**src/core/rsc_regs.vh**
```
// Constants for the reset and stop recovery controller.
// Included by the controller; holds definitions only.
`ifndef RSC_REGS_VH
`define RSC_REGS_VH
// Register byte addresses
`define RSC_OFS_STATUS 12'hff0
`define RSC_OFS_DBGCTL 12'hff4
`define RSC_OFS_WDCTL 12'hff8
// Cause bit positions (POR in status, the rest in watchdog control)
`define RSC_BIT_POR 7
`define RSC_BIT_EXT 6
`define RSC_BIT_WDT 5
`define RSC_BIT_RCV 4
// Reset values
`define RSC_STATUS_RST 8'h00
`define RSC_WDCTL_RST 8'h00
// Timing
`define RSC_CLK_MHZ 200
`define RSC_OSC_START_NS 4000
`define RSC_OSC_START_CYC ((`RSC_OSC_START_NS * `RSC_CLK_MHZ + 999) / 1000)
`define RSC_HOLD_SHORT 66
`define RSC_HOLD_XTAL 5000
`define RSC_PIN_FILT 4
// Vector bytes
`define RSC_VEC_HI 16'h0002
`define RSC_VEC_LO 16'h0003
`endif

```
**src/core/rsc_ctrl.v**
```verilog
// Reset and stop-mode recovery controller with an Avalon-MM slave.
// Assumes one core clock; the pin and monitor inputs are asynchronous.
//
// Chosen here: the Avalon-MM interface to the registers.
`timescale 1ns/1ps
`default_nettype none
`include "rsc_regs.vh"

module rsc_ctrl #(
  parameter HOLD_XTAL = `RSC_HOLD_XTAL,
  parameter PORT_W = 8
) (
  input wire core_clk,
  input wire rst,
  input wire [11:0] avs_address,
  input wire avs_read,
  input wire avs_write,
  input wire [31:0] avs_writedata,
  output reg [31:0] avs_readdata,
  output wire avs_waitrequest,
  input wire por_detect,
  input wire supply_low,
  input wire supply_ok,
  input wire watchdog_timeout,
  input wire watchdog_reset_select_option,
  input wire ext_reset_n_in,
  output wire ext_reset_n_out,
  output wire ext_reset_n_oe_n,
  input wire ext_reset_pin_enable,
  input wire xtal_enable_option,
  input wire stop_mode,
  input wire [PORT_W-1:0] port_in,
  input wire [PORT_W-1:0] stop_recovery_enable,
  output wire core_reset,
  output wire periph_reset,
  output wire regs_reset,
  output wire wd_osc_reset,
  output wire port_force_input,
  output wire clk_sel_internal,
  output reg [15:0] vector_fetch_addr,
  output reg vector_fetch_start,
  output reg osc_enable
);

  localparam ST_RUN = 3'd0;
  localparam ST_START = 3'd1;
  localparam ST_COUNT = 3'd2;
  localparam ST_PIN = 3'd3;
  localparam ST_SUPPLY = 3'd4;
  localparam ST_VEC = 3'd5;

  localparam [12:0] START_CYC = `RSC_OSC_START_CYC;
  localparam [12:0] SHORT_CYC = `RSC_HOLD_SHORT;
  localparam [12:0] LONG_CYC = HOLD_XTAL;

  // Held-in-reset level; declared early because the pin filter reads it
  wire in_reset;

  // Two-flop synchronisers for all asynchronous inputs
  reg [5:0] s1_reg;
  reg [5:0] s2_reg;
  reg [PORT_W-1:0] p1_reg;
  reg [PORT_W-1:0] p2_reg;
  reg [PORT_W-1:0] p3_reg;
  always @(posedge core_clk) begin
    s1_reg <= {por_detect, supply_low, supply_ok, watchdog_timeout,
               ~ext_reset_n_in, stop_mode};
    s2_reg <= s1_reg;
    p1_reg <= port_in;
    p2_reg <= p1_reg;
    p3_reg <= p2_reg;
  end
  wire por_s = s2_reg[5];
  wire low_s = s2_reg[4];
  wire ok_s = s2_reg[3];
  wire wdt_s = s2_reg[2];
  wire pin_s = s2_reg[1];
  wire stop_s = s2_reg[0];

  // Pin filter: a held low of four clocks is needed.
  // Only armed while running: during a system reset we sink the pin
  // ourselves, and our own drive must not retrigger the sequence.
  reg [2:0] filt_reg;
  reg pin_req_reg;
  always @(posedge core_clk) begin
    if (rst) begin
      filt_reg <= 3'd0;
      pin_req_reg <= 1'b0;
    end else if (pin_s && ext_reset_pin_enable && !in_reset) begin
      if (filt_reg != 3'd3)
        filt_reg <= filt_reg + 3'd1;
      pin_req_reg <= (filt_reg == 3'd3);
    end else begin
      filt_reg <= 3'd0;
      pin_req_reg <= 1'b0;
    end
  end

  // Port edge detect for stop recovery sources
  wire [PORT_W-1:0] port_edge = (p2_reg ^ p3_reg) & stop_recovery_enable;

  // Debugger control register bit 0 self-clears once the reset starts
  reg dbg_reg;
  wire bus_hit_dbg = avs_write && avs_address == `RSC_OFS_DBGCTL;
  wire dbg_req = dbg_reg;

  wire wdt_rst_req = wdt_s && watchdog_reset_select_option && !stop_s;
  wire power_req = por_s || low_s;
  wire sys_req = power_req || wdt_rst_req || pin_req_reg || dbg_req;
  wire rcv_req = stop_s && (wdt_s || (|port_edge));

  reg [2:0] state_reg;
  reg [12:0] cnt_reg;
  reg sys_kind_reg;
  reg xtal_reg;
  reg [7:0] status_reg;
  reg [7:0] wdctl_reg;
  reg rcv_pulse_reg;

  wire [12:0] hold_len = xtal_reg ? LONG_CYC : SHORT_CYC;

  // Sequencer; any new system request restarts the whole wait.
  // A system request outranks a recovery; recovery is only taken
  // from the running state, so it never cuts a system sequence short.
  // Limitation: a held power or watchdog request keeps the count at zero until it drops.
  always @(posedge core_clk) begin
    if (rst) begin
      state_reg <= ST_SUPPLY;
      cnt_reg <= 13'd0;
      sys_kind_reg <= 1'b1;
      xtal_reg <= 1'b0;
      rcv_pulse_reg <= 1'b0;
      vector_fetch_addr <= 16'h0000;
      vector_fetch_start <= 1'b0;
    end else begin
      rcv_pulse_reg <= 1'b0;
      vector_fetch_start <= 1'b0;
      if (sys_req) begin
        sys_kind_reg <= 1'b1;
        xtal_reg <= xtal_enable_option;
        cnt_reg <= 13'd0;
        state_reg <= power_req ? ST_SUPPLY : ST_START;
      end else if (rcv_req && state_reg == ST_RUN) begin
        sys_kind_reg <= 1'b0;
        rcv_pulse_reg <= 1'b1;
        xtal_reg <= xtal_enable_option;
        cnt_reg <= 13'd0;
        state_reg <= ST_START;
      end else begin
        case (state_reg)
          ST_RUN: begin
          end
          ST_SUPPLY: begin
            if (ok_s) begin
              cnt_reg <= 13'd0;
              state_reg <= ST_START;
            end
          end
          ST_START: begin
            if (cnt_reg == START_CYC - 13'd1) begin
              cnt_reg <= 13'd0;
              state_reg <= ST_COUNT;
            end else begin
              cnt_reg <= cnt_reg + 13'd1;
            end
          end
          ST_COUNT: begin
            if (cnt_reg == hold_len - 13'd1) begin
              cnt_reg <= 13'd0;
              state_reg <= ST_PIN;
            end else begin
              cnt_reg <= cnt_reg + 13'd1;
            end
          end
          ST_PIN: begin
            if (!(pin_s && ext_reset_pin_enable)) begin
              state_reg <= ST_VEC;
              vector_fetch_addr <= `RSC_VEC_HI;
              vector_fetch_start <= 1'b1;
            end
          end
          ST_VEC: begin
            state_reg <= ST_RUN;
          end
          default: state_reg <= ST_RUN;
        endcase
      end
    end
  end

  assign in_reset = (state_reg != ST_RUN) && (state_reg != ST_VEC);
  wire sys_active = in_reset && sys_kind_reg;

  // Core and peripherals idle, watchdog oscillator left running
  assign core_reset = in_reset;
  assign periph_reset = in_reset;
  assign wd_osc_reset = 1'b0;
  assign regs_reset = sys_active;
  assign port_force_input = in_reset;
  // Internal oscillator selected while held and after any reset
  // osc_enable high keeps the internal oscillator as the system clock
  assign clk_sel_internal = in_reset || osc_enable;
  // Open-drain indicator: drive low during a system reset, but let go
  // in the pin check so that an outside hold can still be seen there
  wire pin_drive = sys_active && (state_reg != ST_PIN);
  assign ext_reset_n_out = 1'b0;
  assign ext_reset_n_oe_n = !pin_drive;

  // Oscillator control: forced on by either reset type
  always @(posedge core_clk) begin
    if (rst)
      osc_enable <= 1'b1;
    else if (in_reset)
      osc_enable <= 1'b1;
    else if (avs_write && avs_address == `RSC_OFS_WDCTL)
      osc_enable <= avs_writedata[0];
  end

  // Debugger request bit; the set holds until reset begins
  always @(posedge core_clk) begin
    if (rst)
      dbg_reg <= 1'b0;
    else if (bus_hit_dbg && avs_writedata[0])
      dbg_reg <= 1'b1;
    else if (in_reset)
      dbg_reg <= 1'b0;
  end

  // Cause flags; latched at the start of a sequence and kept
  always @(posedge core_clk) begin
    if (rst) begin
      // The block's own reset is the power-up, so it reports power-on
      status_reg <= `RSC_STATUS_RST;
      status_reg[`RSC_BIT_POR] <= 1'b1;
      wdctl_reg <= `RSC_WDCTL_RST;
    end else if (sys_req && !in_reset) begin
      status_reg <= `RSC_STATUS_RST;
      status_reg[`RSC_BIT_POR] <= power_req || dbg_req;
      wdctl_reg <= `RSC_WDCTL_RST;
      wdctl_reg[`RSC_BIT_EXT] <= pin_req_reg;
      wdctl_reg[`RSC_BIT_WDT] <= wdt_rst_req;
    end else if (sys_req) begin
      if (power_req || dbg_req)
        status_reg[`RSC_BIT_POR] <= 1'b1;
      if (pin_req_reg)
        wdctl_reg[`RSC_BIT_EXT] <= 1'b1;
      if (wdt_rst_req)
        wdctl_reg[`RSC_BIT_WDT] <= 1'b1;
    end else if (rcv_pulse_reg) begin
      // Recovery touches only watchdog control
      wdctl_reg[`RSC_BIT_RCV] <= 1'b1;
      wdctl_reg[`RSC_BIT_WDT] <= wdt_s;
    end
  end

  // Avalon slave: writes take no wait state; a read takes one, so that
  // the registered data already stands at the accepting edge.
  // Unmapped reads return zero, unmapped writes are dropped.
  reg rd_valid_reg;
  assign avs_waitrequest = avs_read && !rd_valid_reg;
  always @(posedge core_clk) begin
    if (rst)
      rd_valid_reg <= 1'b0;
    else
      rd_valid_reg <= avs_read && !rd_valid_reg;
  end

  // Read data loaded in the wait cycle and held until the next read
  always @(posedge core_clk) begin
    if (rst)
      avs_readdata <= 32'h00000000;
    else if (avs_read && !rd_valid_reg) begin
      case (avs_address)
        `RSC_OFS_STATUS: avs_readdata <= {24'h000000, status_reg};
        `RSC_OFS_DBGCTL: avs_readdata <= {31'h00000000, dbg_reg};
        `RSC_OFS_WDCTL: avs_readdata <= {24'h000000, wdctl_reg[7:1],
                                         osc_enable};
        default: avs_readdata <= 32'h00000000;
      endcase
    end
  end

endmodule
`default_nettype wire

```
**config.mk**
```make
export PLATFORM = sky130hd
export DESIGN_NAME = rsc_ctrl
export DESIGN_NICKNAME = d
export VERILOG_FILES = /design/src/core/rsc_ctrl.v
export VERILOG_INCLUDE_DIRS = /design/src /design/src/core
export SDC_FILE = /design/constraint.sdc
export NUM_CORES = 1
export LEC_CHECK = 0
export BUFFER_PORTS_ARGS = -buffer_cell sky130_fd_sc_hd__buf_2
export CORE_UTILIZATION = 30
export CTS_CLUSTER_DIAMETER = 40
export DETAILED_ROUTE_END_ITERATION = 10
export PLACE_DENSITY = 0.68
export SLEW_MARGIN = 20
export SYNTH_ARGS = -nofsm -noshare
export SYNTH_HDL_FRONTEND = slang
export SYNTH_SLANG_ARGS = --single-unit
```
**constraint.sdc**
```tcl
create_clock -name core_clk -period 1.74 [get_ports core_clk]
set_input_delay 0.087 -clock core_clk [delete_from_list [all_inputs] [get_ports core_clk]]
set_output_delay 0.087 -clock core_clk [all_outputs]
set_load 0.05 [all_outputs]
```
== Word-level counts from Yosys, hierarchy flattened ==
Cells that the tools add are included.

* Bits in registers: 100
* Input bits: 73
* Logic and storage cells: 131

* $add $sub $neg: 3
* Eq/ne operators: 20
* Mux-type cells: 30
* Bitwise gates (word level): 8
* Reduce and logical (&&, ||, !) cells: 48

{| class="wikitable"
|+ Operator list
! operator !! number
|-
| 2-to-1 mux 13 bit || 4
|-
| case mux 13 bit (3 select lines) || 1
|-
| == test 12 bit, second input constant || 3
|-
| 2-to-1 mux 3 bit || 8
|-
| case mux 8 bit (3 select lines) || 1
|-
| != test 4 bit, second input constant || 4
|-
| case mux 3 bit (5 select lines) || 1
|-
| logical AND 1 bit || 14
|-
| 2-to-1 mux 1 bit || 14
|-
| adder 13 x 1 -> 13 bit, second input constant || 1
|-
| == test 13 x 10 -> 1 bit, second input constant || 1
|-
| == test 13 bit || 1
|-
| subtractor 13 x 1 -> 13 bit, second input constant || 1
|-
| != test 3 x 2 -> 1 bit, second input constant || 4
|-
| AND reduction 2 bit || 5
|-
| nonzero test 2 bit || 5
|-
| == test 3 x 2 -> 1 bit, second input constant || 3
|-
| nonzero test 3 bit || 3
|-
| AND 8 bit || 1
|-
| OR reduction 2 bit || 4
|-
| OR reduction 8 bit || 1
|-
| XOR 8 bit || 1
|-
| logical OR 1 bit || 7
|-
| NOT 1 bit || 6
|-
| other kinds (12) || 15
|}

== Logic depth before layout (Yosys ltp) ==
Gate-level depths: netlist of run 1.

* Depth in word-level cells: 8
* Gate-level depth with buffers: 8
* Mapped depth without buffers: 7

== Worst setup path before layout of run 1 ==
OpenSTA, ideal clock, no wires.

* Path kind: register -> output
* From: reg state_reg[2]
* To: out ext_reset_n_oe_n
* Arrival time: 2.028 ns
* Data required time: 1.653 ns
* Setup slack: -0.375 ns
* Cell stages (with the launch flop): 7
* Path buffers: 1
* Cell sequence: dfxtp_1 > clkbuf_8 > xor2_1 > nor2_1 > inv_1 > and2_1 > nand2_1

* Longest elaborated chain between the ends: 5
* Elaborated cells on any way between the ends: 7
* Those cells by class: eq/ne (2); reduce/logical (5)

{| class="wikitable"
|+ RTL lines
! item !! line !! RTL
|-
| start: declaration || rsc_ctrl.v:112 || <nowiki>reg [2:0] state_reg;</nowiki>
|-
| start signal: assignment || rsc_ctrl.v:142 || <nowiki>state_reg <= power_req ? ST_SUPPLY : ST_START;</nowiki>
|-
| != test 3 bit or nonzero test 3 bit (tied branches) || rsc_ctrl.v:191 || <nowiki>assign in_reset = (state_reg != ST_RUN) && (state_reg != ST_VEC);</nowiki>
|-
| logical AND 1 bit (*) || rsc_ctrl.v:191 ||
|-
| net core_reset || rsc_ctrl.v:34 || <nowiki>output wire core_reset,</nowiki>
|-
| logical AND 1 bit (*) || rsc_ctrl.v:192 || <nowiki>wire sys_active = in_reset && sys_kind_reg;</nowiki>
|-
| net regs_reset || rsc_ctrl.v:36 || <nowiki>output wire regs_reset,</nowiki>
|-
| logical AND 1 bit (*) || rsc_ctrl.v:205 || <nowiki>wire pin_drive = sys_active && (state_reg != ST_PIN);</nowiki>
|-
| logical NOT 1 bit (*) || rsc_ctrl.v:207 || <nowiki>assign ext_reset_n_oe_n = !pin_drive;</nowiki>
|-
| end: declaration || rsc_ctrl.v:28 || <nowiki>output wire ext_reset_n_oe_n,</nowiki>
|}

Mark *: on every way through the listed nets, which the timed path passes. The rest lies on a longest branch.

== Final worst setup path of run 1 ==
* From: reg cnt_reg[6]
* To: reg cnt_reg[12]

* Longest elaborated chain between the ends: 3
* Elaborated cells on any way between the ends: 6
* Those cells by class: add/sub (1); eq/ne (2); mux (3)

{| class="wikitable"
|+ RTL lines
! item !! line !! RTL
|-
| start: declaration || rsc_ctrl.v:113 || <nowiki>reg [12:0] cnt_reg;</nowiki>
|-
| start signal: assignment || rsc_ctrl.v:164 || <nowiki>cnt_reg <= cnt_reg + 13'd1;</nowiki>
|-
| start signal: assignment || rsc_ctrl.v:172 || <nowiki>cnt_reg <= cnt_reg + 13'd1;</nowiki>
|-
| adder 13 x 1 -> 13 bit, or another cell as far along || rsc_ctrl.v:164, rsc_ctrl.v:172 ||
|-
| 2-to-1 mux 13 bit, on equally long branches || rsc_ctrl.v:168, rsc_ctrl.v:160 ||
|-
| case mux 13 bit (3 select lines) (*) || rsc_ctrl.v:150 || <nowiki>case (state_reg)</nowiki>
|}

Mark *: on every way between the ends. The rest lies on a longest branch, timed or not.
A chain may end at the register's enable or synchronous reset.

==> flow_results.xml, run 1 <==
<?xml version="1.0" encoding="UTF-8"?>
<metrics>
  <group name="run_status">
    <metric name="outcome" unit="">finished, violations left</metric>
    <metric name="violations_in_the_final_reports" unit="">negative setup slack</metric>
  </group>
  <group name="sta">
    <metric name="count_of_endpoints_failing_setup_in_the_final_report" unit="">10</metric>
    <metric name="max_slew.worst_pin.slew" unit="ns">0.5258</metric>
    <metric name="final_period_minus_worst_setup_slack" unit="ns">1.810</metric>
    <metric name="smallest_setup_slack_after_layout" unit="ns">-0.07035</metric>
    <metric name="timing.fmax" unit="GHz">0.5524</metric>
    <metric name="final.setup_skew" unit="ns">0.01069</metric>
    <metric name="unrepaired_setup_endpoints_after_global_routing" unit="">true</metric>
    <metric name="max-slew-margin-rel" unit="">0.6495</metric>
    <metric name="final-hold-violation-count" unit="">0</metric>
    <metric name="layout_worst_path_cycle_share" unit="">1.040</metric>
    <metric name="worst_hold_slack" unit="ns">0.08393</metric>
    <metric name="final-max-slew-violation-count" unit="">0</metric>
  </group>
  <group name="cts">
    <metric name="numCtsBuffers" unit="">9</metric>
    <metric name="cts_tree" unit="">done</metric>
    <metric name="clkLatencyLatePin" unit="ns">0.35</metric>
    <metric name="clock_tree.buffer_depth" unit="">2</metric>
    <metric name="cts_root_buffer" unit="">sky130_fd_sc_hd__clkbuf_8</metric>
    <metric name="clkTransAtPathRegs" unit="ns">0.08</metric>
    <metric name="h-tree-depth" unit="">3</metric>
    <metric name="cts.sink_count" unit="">73</metric>
  </group>
  <group name="layout">
    <metric name="layout_common_cells" unit="">69 x sky130_fd_sc_hd__dfxtp_1, 54 x sky130_fd_sc_hd__buf_2, 44 x sky130_fd_sc_hd__conb_1</metric>
    <metric name="flow.area_growth_from_synthesis" unit="%">33.47</metric>
    <metric name="layout_commonest_cell" unit="">sky130_fd_sc_hd__dfxtp_1</metric>
    <metric name="seqCellArea" unit="um2">1471</metric>
    <metric name="final.fill_count" unit="">961</metric>
    <metric name="largest_register_ff_count" unit="">13</metric>
    <metric name="final_area" unit="um2">4051</metric>
    <metric name="area_used_by_multi_input_combinational_logic" unit="um2">1388</metric>
    <metric name="antenna_cells" unit="">0</metric>
    <metric name="design.final.nets" unit="">499</metric>
    <metric name="final_layout_size_suffix_gt1_frac" unit="">0.3388</metric>
    <metric name="final_core_util" unit="">0.4145</metric>
  </group>
  <group name="logic_synthesis">
    <metric name="postSynth.asyncResetShare" unit="">0</metric>
    <metric name="netlist_instances" unit="">314</metric>
    <metric name="synth_cell_types" unit="">52</metric>
    <metric name="synth-edff-count" unit="">0</metric>
    <metric name="syn_std_cell_area" unit="um2">3035</metric>
    <metric name="yosysWarnings" unit="">0</metric>
    <metric name="postSynthRegisterBits" unit="">73</metric>
    <metric name="avgSynthCellArea" unit="um2">9.667</metric>
    <metric name="synth_ff_type" unit="">sky130_fd_sc_hd__dfxtp_1</metric>
    <metric name="synth.yosys.seq_area_share" unit="">0.4815</metric>
  </group>
  <group name="power">
    <metric name="power_density" unit="nW/um2">949.1</metric>
    <metric name="vdd_ir_drop_max" unit="V">0.0005662</metric>
    <metric name="post-layout-total-power" unit="uW">3845</metric>
    <metric name="power.static_leakage" unit="uW">0.001723</metric>
  </group>
  <group name="grt">
    <metric name="overflow" unit="">0</metric>
    <metric name="via_count_of_the_first_global_routing_pass" unit="">2348</metric>
    <metric name="track_usage" unit="">0.1291</metric>
    <metric name="grt_pass1_wl" unit="mm">10.34</metric>
    <metric name="grt_max_degree" unit="">17</metric>
    <metric name="grt_antenna_before_repair" unit="">0</metric>
  </group>
  <group name="route">
    <metric name="number_of_drc_markers_after_the_initial_detailed_route_iteration" unit="">109</metric>
    <metric name="drt.antenna.violating_nets" unit="">0</metric>
    <metric name="routed-via-count" unit="">2430</metric>
    <metric name="routed_via_density" unit="">4.332</metric>
    <metric name="drtPass1Iterations" unit="">4</metric>
    <metric name="drt-wirelength-per-cell" unit="um">11.52</metric>
    <metric name="routed_wl" unit="mm">6.463</metric>
    <metric name="drt_drc_violations_left" unit="">0</metric>
  </group>
  <group name="floorplanning">
    <metric name="dieWidth" unit="um">102.6</metric>
    <metric name="start_util" unit="">0.3105</metric>
    <metric name="placement_rows" unit="">36</metric>
    <metric name="num_io_pins" unit="">132</metric>
    <metric name="die-area" unit="um2">10520</metric>
    <metric name="die_y" unit="um">102.6</metric>
    <metric name="fp.coreArea" unit="um2">9774</metric>
  </group>
  <group name="critical_path">
    <metric name="cp_max_fo" unit="">4</metric>
    <metric name="crit_required" unit="ns">1.97</metric>
    <metric name="critical_path_class" unit="">flop to flop</metric>
    <metric name="cp.arrival" unit="ns">2.04</metric>
    <metric name="endpoint_kind" unit="">flop</metric>
    <metric name="worst_setup_path_start_kind" unit="">flop</metric>
  </group>
  <group name="place">
    <metric name="total_cell_area_at_the_placement_stage" unit="um2">3506</metric>
    <metric name="hpwl" unit="mm">4.697</metric>
    <metric name="gp_congestion" unit="">0.8357</metric>
    <metric name="numPortBuffers" unit="">56</metric>
    <metric name="post-place-ws" unit="ns">-0.1091</metric>
  </group>
  <group name="worst_hold_path">
    <metric name="min-delay-path-class" unit="">primary input to flop</metric>
  </group>
  <group name="run">
    <metric name="cap_viol_max_count" unit="">0</metric>
  </group>
</metrics>
cell type report:
type | count | area share
multi-input cells | 219 | 0.3425
well taps | 133 | 0.04107
clock buffers | 9 | 0.03057
repair buffers | 106 | 0.1791
flip-flops and latches | 73 | 0.3632
clock inverters | 7 | 0.03057
inverters | 14 | 0.01297
where the power goes:
group	switching, uW	internal, uW	leakage [uW]
registers	20.8	1720	0.000604
logic	350	131	0.000996
clock network	658	968	0.000122
total	1030	2820	0.00172
worst paths after layout:
kind / cells past startpoint / endpoint / startpoint / slack [ns]
min reg2reg: 0 / p2_reg[1] / p1_reg[1] / 0.33
max reg2reg: 6 / cnt_reg[12] / cnt_reg[6] / -0.07
min: 3 / pin_req_reg / ext_reset_pin_enable / 0.08
max: 6 / cnt_reg[12] / cnt_reg[6] / -0.07
worst max-delay path, stage by stage (launching register included):
cell	delay (ns)
sky130_fd_sc_hd__dfxtp_1	0.32
sky130_fd_sc_hd__nand3b_1	0.19
sky130_fd_sc_hd__or3_1	0.40
sky130_fd_sc_hd__a211oi_2	0.25
sky130_fd_sc_hd__o32ai_2	0.18
sky130_fd_sc_hd__o211ai_2	0.28
sky130_fd_sc_hd__nor2_1	0.07
cell families after synthesis:
kind of cell / share of synthesized area
other: 0.001235
flip-flops: 0.4815
adder cells (fa/ha/maj): 0.01237
multiplexers: 0.009893
buffers and inverters: 0.1467
AND/OR/NAND/NOR: 0.1822
XOR/XNOR: 0.05771
AO/OA/AOI/OAI: 0.1084
per-layer routing:
| metal | global-route usage | up-vias | part of all wire |
|---|---|---|---|
| li1 | - | 1192 | - |
| met2 | 0.2267 | 113 | 0.48 |
| met1 | 0.1489 | 1116 | 0.43 |
| met4 | 0.05714 | 0 | 0.014 |
| met3 | 0.03051 | 9 | 0.074 |
| met5 | 0 | - | 0 |
through the flow:
stage	std cells	TNS, ns
2_1_floorplan	357	-0.002880
3_3_place_gp	522	-0.3733
3_5_place_dp	522	-0.8746
4_1_cts	556	-0.4186
5_1_grt	561	-1.387
6_report	561	-0.4790
timing repair:
item / in CTS / in global routing
gates cloned: 1 / 0
endpoints found under the setup margin: 12 / 19
endpoints found under the hold margin: 15 / 0
hold buffers: 15 / 0
pin swaps: 2 / 2
gates resized for setup: 6 / 15
setup buffers: 2 / 5
Yosys cell counts, drive strengths merged, types with 6 or more instances:
cell,n,area (um2)
nand4,6,43.79
nand3,12,70.07
a21oi,8,40.04
xor2,14,122.6
buf,48,367.8
xnor2,6,52.55
inv,14,52.55
nor2,40,150.1
nand2,19,71.32
dfxtp,73,1461
a22oi,8,60.06
No activity file was read; power rests on OpenSTA's default activity.
==> run 2: changes to the inputs <==
--- a/config.mk
+++ b/config.mk
@@ -10,7 +10,7 @@
 export CORE_UTILIZATION = 30
 export CTS_CLUSTER_DIAMETER = 40
 export DETAILED_ROUTE_END_ITERATION = 10
-export PLACE_DENSITY = 0.68
+export PLACE_DENSITY = 0.66
 export SLEW_MARGIN = 20
 export SYNTH_ARGS = -nofsm -noshare
 export SYNTH_HDL_FRONTEND = slang
==> constraint.sdc (replaced) <==
create_clock -name core_clk -period 1.8 [get_ports core_clk]
set_input_delay 0.09 -clock core_clk [delete_from_list [all_inputs] [get_ports core_clk]]
set_output_delay 0.09 -clock core_clk [all_outputs]
set_load 0.05 [all_outputs]
==> run 2 against run 1 <==
The run still ends with negative setup slack left. Sequential share of layout area rose by 0.70 points. Via count fell by 2.1%. Power fell by 9.8%. Worst setup slack got worse by 0.019 ns. Maximum frequency fell by 4.2%. Worst hold slack got worse by 0.039 ns. Clock power fell by 18%. Critical path type unchanged. Highest routed layer unchanged.
==> flow_results.xml, run 2 (synthesis results as in run 1) <==
<?xml version="1.0" encoding="UTF-8"?>
<metrics>
  <group name="run_status">
    <metric name="outcome" unit="">finished, violations left</metric>
    <metric name="violations_in_the_final_reports" unit="">negative setup slack</metric>
  </group>
  <group name="worst_hold_path">
    <metric name="min_delay_worst_endpoint" unit="">dbg_reg</metric>
    <metric name="min-delay-path-class" unit="">primary input to flop</metric>
    <metric name="timing.hold.worst_path_depth" unit="">3</metric>
    <metric name="holdCritStartpoint" unit="">avs_write</metric>
  </group>
  <group name="floorplanning">
    <metric name="fp.coreArea" unit="um2">9774</metric>
    <metric name="start_util" unit="">0.3105</metric>
    <metric name="dieWidth" unit="um">102.6</metric>
    <metric name="die-area" unit="um2">10520</metric>
    <metric name="num_io_pins" unit="">132</metric>
    <metric name="die_y" unit="um">102.6</metric>
    <metric name="placement_rows" unit="">36</metric>
  </group>
  <group name="layout">
    <metric name="flow.area_growth_from_synthesis" unit="%">30.83</metric>
    <metric name="final_layout_size_suffix_gt1_frac" unit="">0.3294</metric>
    <metric name="layout_commonest_cell" unit="">sky130_fd_sc_hd__dfxtp_1</metric>
    <metric name="largest_register_ff_count" unit="">13</metric>
    <metric name="final_core_util" unit="">0.4063</metric>
    <metric name="antenna_cells" unit="">0</metric>
    <metric name="design.final.nets" unit="">493</metric>
    <metric name="final_area" unit="um2">3971</metric>
    <metric name="layout_common_cells" unit="">70 x sky130_fd_sc_hd__dfxtp_1, 54 x sky130_fd_sc_hd__buf_2, 44 x sky130_fd_sc_hd__conb_1</metric>
  </group>
  <group name="route">
    <metric name="drtPass1Iterations" unit="">4</metric>
    <metric name="drt.antenna.violating_nets" unit="">0</metric>
    <metric name="routed-via-count" unit="">2379</metric>
    <metric name="routed_via_density" unit="">4.286</metric>
    <metric name="drt-wirelength-per-cell" unit="um">11.74</metric>
    <metric name="routed_wl" unit="mm">6.517</metric>
    <metric name="number_of_drc_markers_after_the_initial_detailed_route_iteration" unit="">65</metric>
    <metric name="drt_drc_violations_left" unit="">0</metric>
  </group>
  <group name="critical_path">
    <metric name="worst_setup_path_start_kind" unit="">flop</metric>
    <metric name="cp_max_fo" unit="">5</metric>
    <metric name="endpoint_kind" unit="">flop</metric>
    <metric name="crit-reg2reg-capture" unit="">cnt_reg[7]</metric>
    <metric name="crit_required" unit="ns">2.03</metric>
    <metric name="critical_path_class" unit="">flop to flop</metric>
    <metric name="worst_r2r_startpoint" unit="">cnt_reg[6]</metric>
    <metric name="reg2reg_slack" unit="ns">-0.09</metric>
    <metric name="cp.arrival" unit="ns">2.12</metric>
    <metric name="rr_worst_depth" unit="">6</metric>
  </group>
  <group name="grt">
    <metric name="via_count_of_the_first_global_routing_pass" unit="">2339</metric>
    <metric name="overflow" unit="">0</metric>
    <metric name="track_usage" unit="">0.1329</metric>
    <metric name="grt_antenna_before_repair" unit="">0</metric>
    <metric name="grt_max_degree" unit="">17</metric>
    <metric name="grt_pass1_wl" unit="mm">10.58</metric>
  </group>
  <group name="cts">
    <metric name="cts_root_buffer" unit="">sky130_fd_sc_hd__clkbuf_8</metric>
    <metric name="numCtsBuffers" unit="">9</metric>
    <metric name="h-tree-depth" unit="">3</metric>
    <metric name="clkTransAtPathRegs" unit="ns">0.08</metric>
    <metric name="cts.sink_count" unit="">73</metric>
    <metric name="clock_tree.buffer_depth" unit="">2</metric>
    <metric name="clkLatencyLatePin" unit="ns">0.35</metric>
    <metric name="cts_tree" unit="">done</metric>
  </group>
  <group name="sta">
    <metric name="count_of_endpoints_failing_setup_in_the_final_report" unit="">12</metric>
    <metric name="setup_total_negative_slack" unit="ns">-0.8172</metric>
    <metric name="final-hold-violation-count" unit="">0</metric>
    <metric name="final_period_minus_worst_setup_slack" unit="ns">1.890</metric>
    <metric name="final-max-slew-violation-count" unit="">0</metric>
    <metric name="final.setup_skew" unit="ns">0.008317</metric>
    <metric name="smallest_setup_slack_after_layout" unit="ns">-0.08958</metric>
    <metric name="timing.fmax" unit="GHz">0.5292</metric>
    <metric name="layout_worst_path_cycle_share" unit="">1.050</metric>
    <metric name="unrepaired_setup_endpoints_after_global_routing" unit="">true</metric>
  </group>
  <group name="power">
    <metric name="power.static_leakage" unit="uW">0.001682</metric>
    <metric name="internal_power" unit="uW">2443</metric>
    <metric name="power.net_switching" unit="uW">1026</metric>
    <metric name="swShare" unit="">0.2958</metric>
    <metric name="power.share.clock" unit="">0.385</metric>
    <metric name="sequentialPowerShare" unit="">0.485</metric>
    <metric name="power_frac_comb" unit="">0.130</metric>
    <metric name="power_density" unit="nW/um2">873.7</metric>
    <metric name="vdd_ir_drop_max" unit="V">0.0004919</metric>
  </group>
  <group name="run">
    <metric name="cap_viol_max_count" unit="">0</metric>
  </group>
  <group name="place">
    <metric name="post-place-ws" unit="ns">-0.1308</metric>
    <metric name="gp_congestion" unit="">0.8616</metric>
    <metric name="numPortBuffers" unit="">56</metric>
    <metric name="total_cell_area_at_the_placement_stage" unit="um2">3461</metric>
    <metric name="hpwl" unit="mm">4.669</metric>
  </group>
</metrics>
run 2: cell types whose count changed in the layout (fill, tap and decap cells not counted), sizes merged:
cell and delta:
buf -7, bufinv -2, clkbuf +1, inv +2
run 2: power groups by stage:
stage	Combinational (uW)	Sequential, uW	Clock [uW]
final	453	1680	1340
after global routing	487	1690	1450
after CTS	441	1680	1370
after detailed placement	409	1720	0
after global placement	405	1720	0
after floorplan	406	1710	0
run 2: repair_timing:
action / in CTS / in global routing
gates cloned: 1 / 0
gates resized for setup: 10 / 14
hold buffers: 15 / 0
endpoints found under the hold margin: 15 / 0
setup buffers: 2 / 2
endpoints found under the setup margin: 14 / 17
pin swaps: 15 / 3
run 2: worst max-delay path by stage:
stage                     depth (start not counted)       start           end
final                                             6  cnt_reg[6]    cnt_reg[7]
after global routing                              7  cnt_reg[6]    cnt_reg[1]
after CTS                                         8  cnt_reg[1]  state_reg[0]
after detailed placement                          8  cnt_reg[1]  state_reg[0]
after global placement                            8  cnt_reg[1]  state_reg[0]
after floorplan                                   6  cnt_reg[6]   cnt_reg[12]
run 2: final cells by class:
class	instances	area, um2
flip-flops and latches	73	1470
fillers	995	5803
inverters	14	52.55
repair buffers	100	668.1
well taps	133	166.4
clock buffers	9	123.9
clock inverters	7	81.33
multi-input cells	219	1409
run 2: worst max-delay path, stage by stage (launching register included):
cell	delay, ns
sky130_fd_sc_hd__dfxtp_1	0.32
sky130_fd_sc_hd__nand3b_1	0.19
sky130_fd_sc_hd__or3_4	0.40
sky130_fd_sc_hd__a211oi_4	0.33
sky130_fd_sc_hd__o32ai_4	0.17
sky130_fd_sc_hd__o211ai_4	0.29
sky130_fd_sc_hd__nor2_1	0.07
run 2: through the flow:
stage | total power (uW) | std cells | hold WS (ns)
after floorplan | 2119 | 357 | 0.1177
after global placement | 2121 | 519 | 0.1924
after detailed placement | 2129 | 519 | 0.1936
after CTS | 3492 | 553 | 0.04667
after global routing | 3625 | 555 | 0.06814
final | 3470 | 555 | 0.04524
run 2: routing by layer:
metal,up-vias,global-route usage,part of all wire
met4,0,0.07363,0.029
met2,99,0.2262,0.47
li1,1182,-,-
met5,-,0,0
met1,1082,0.1550,0.45
met3,16,0.02915,0.053
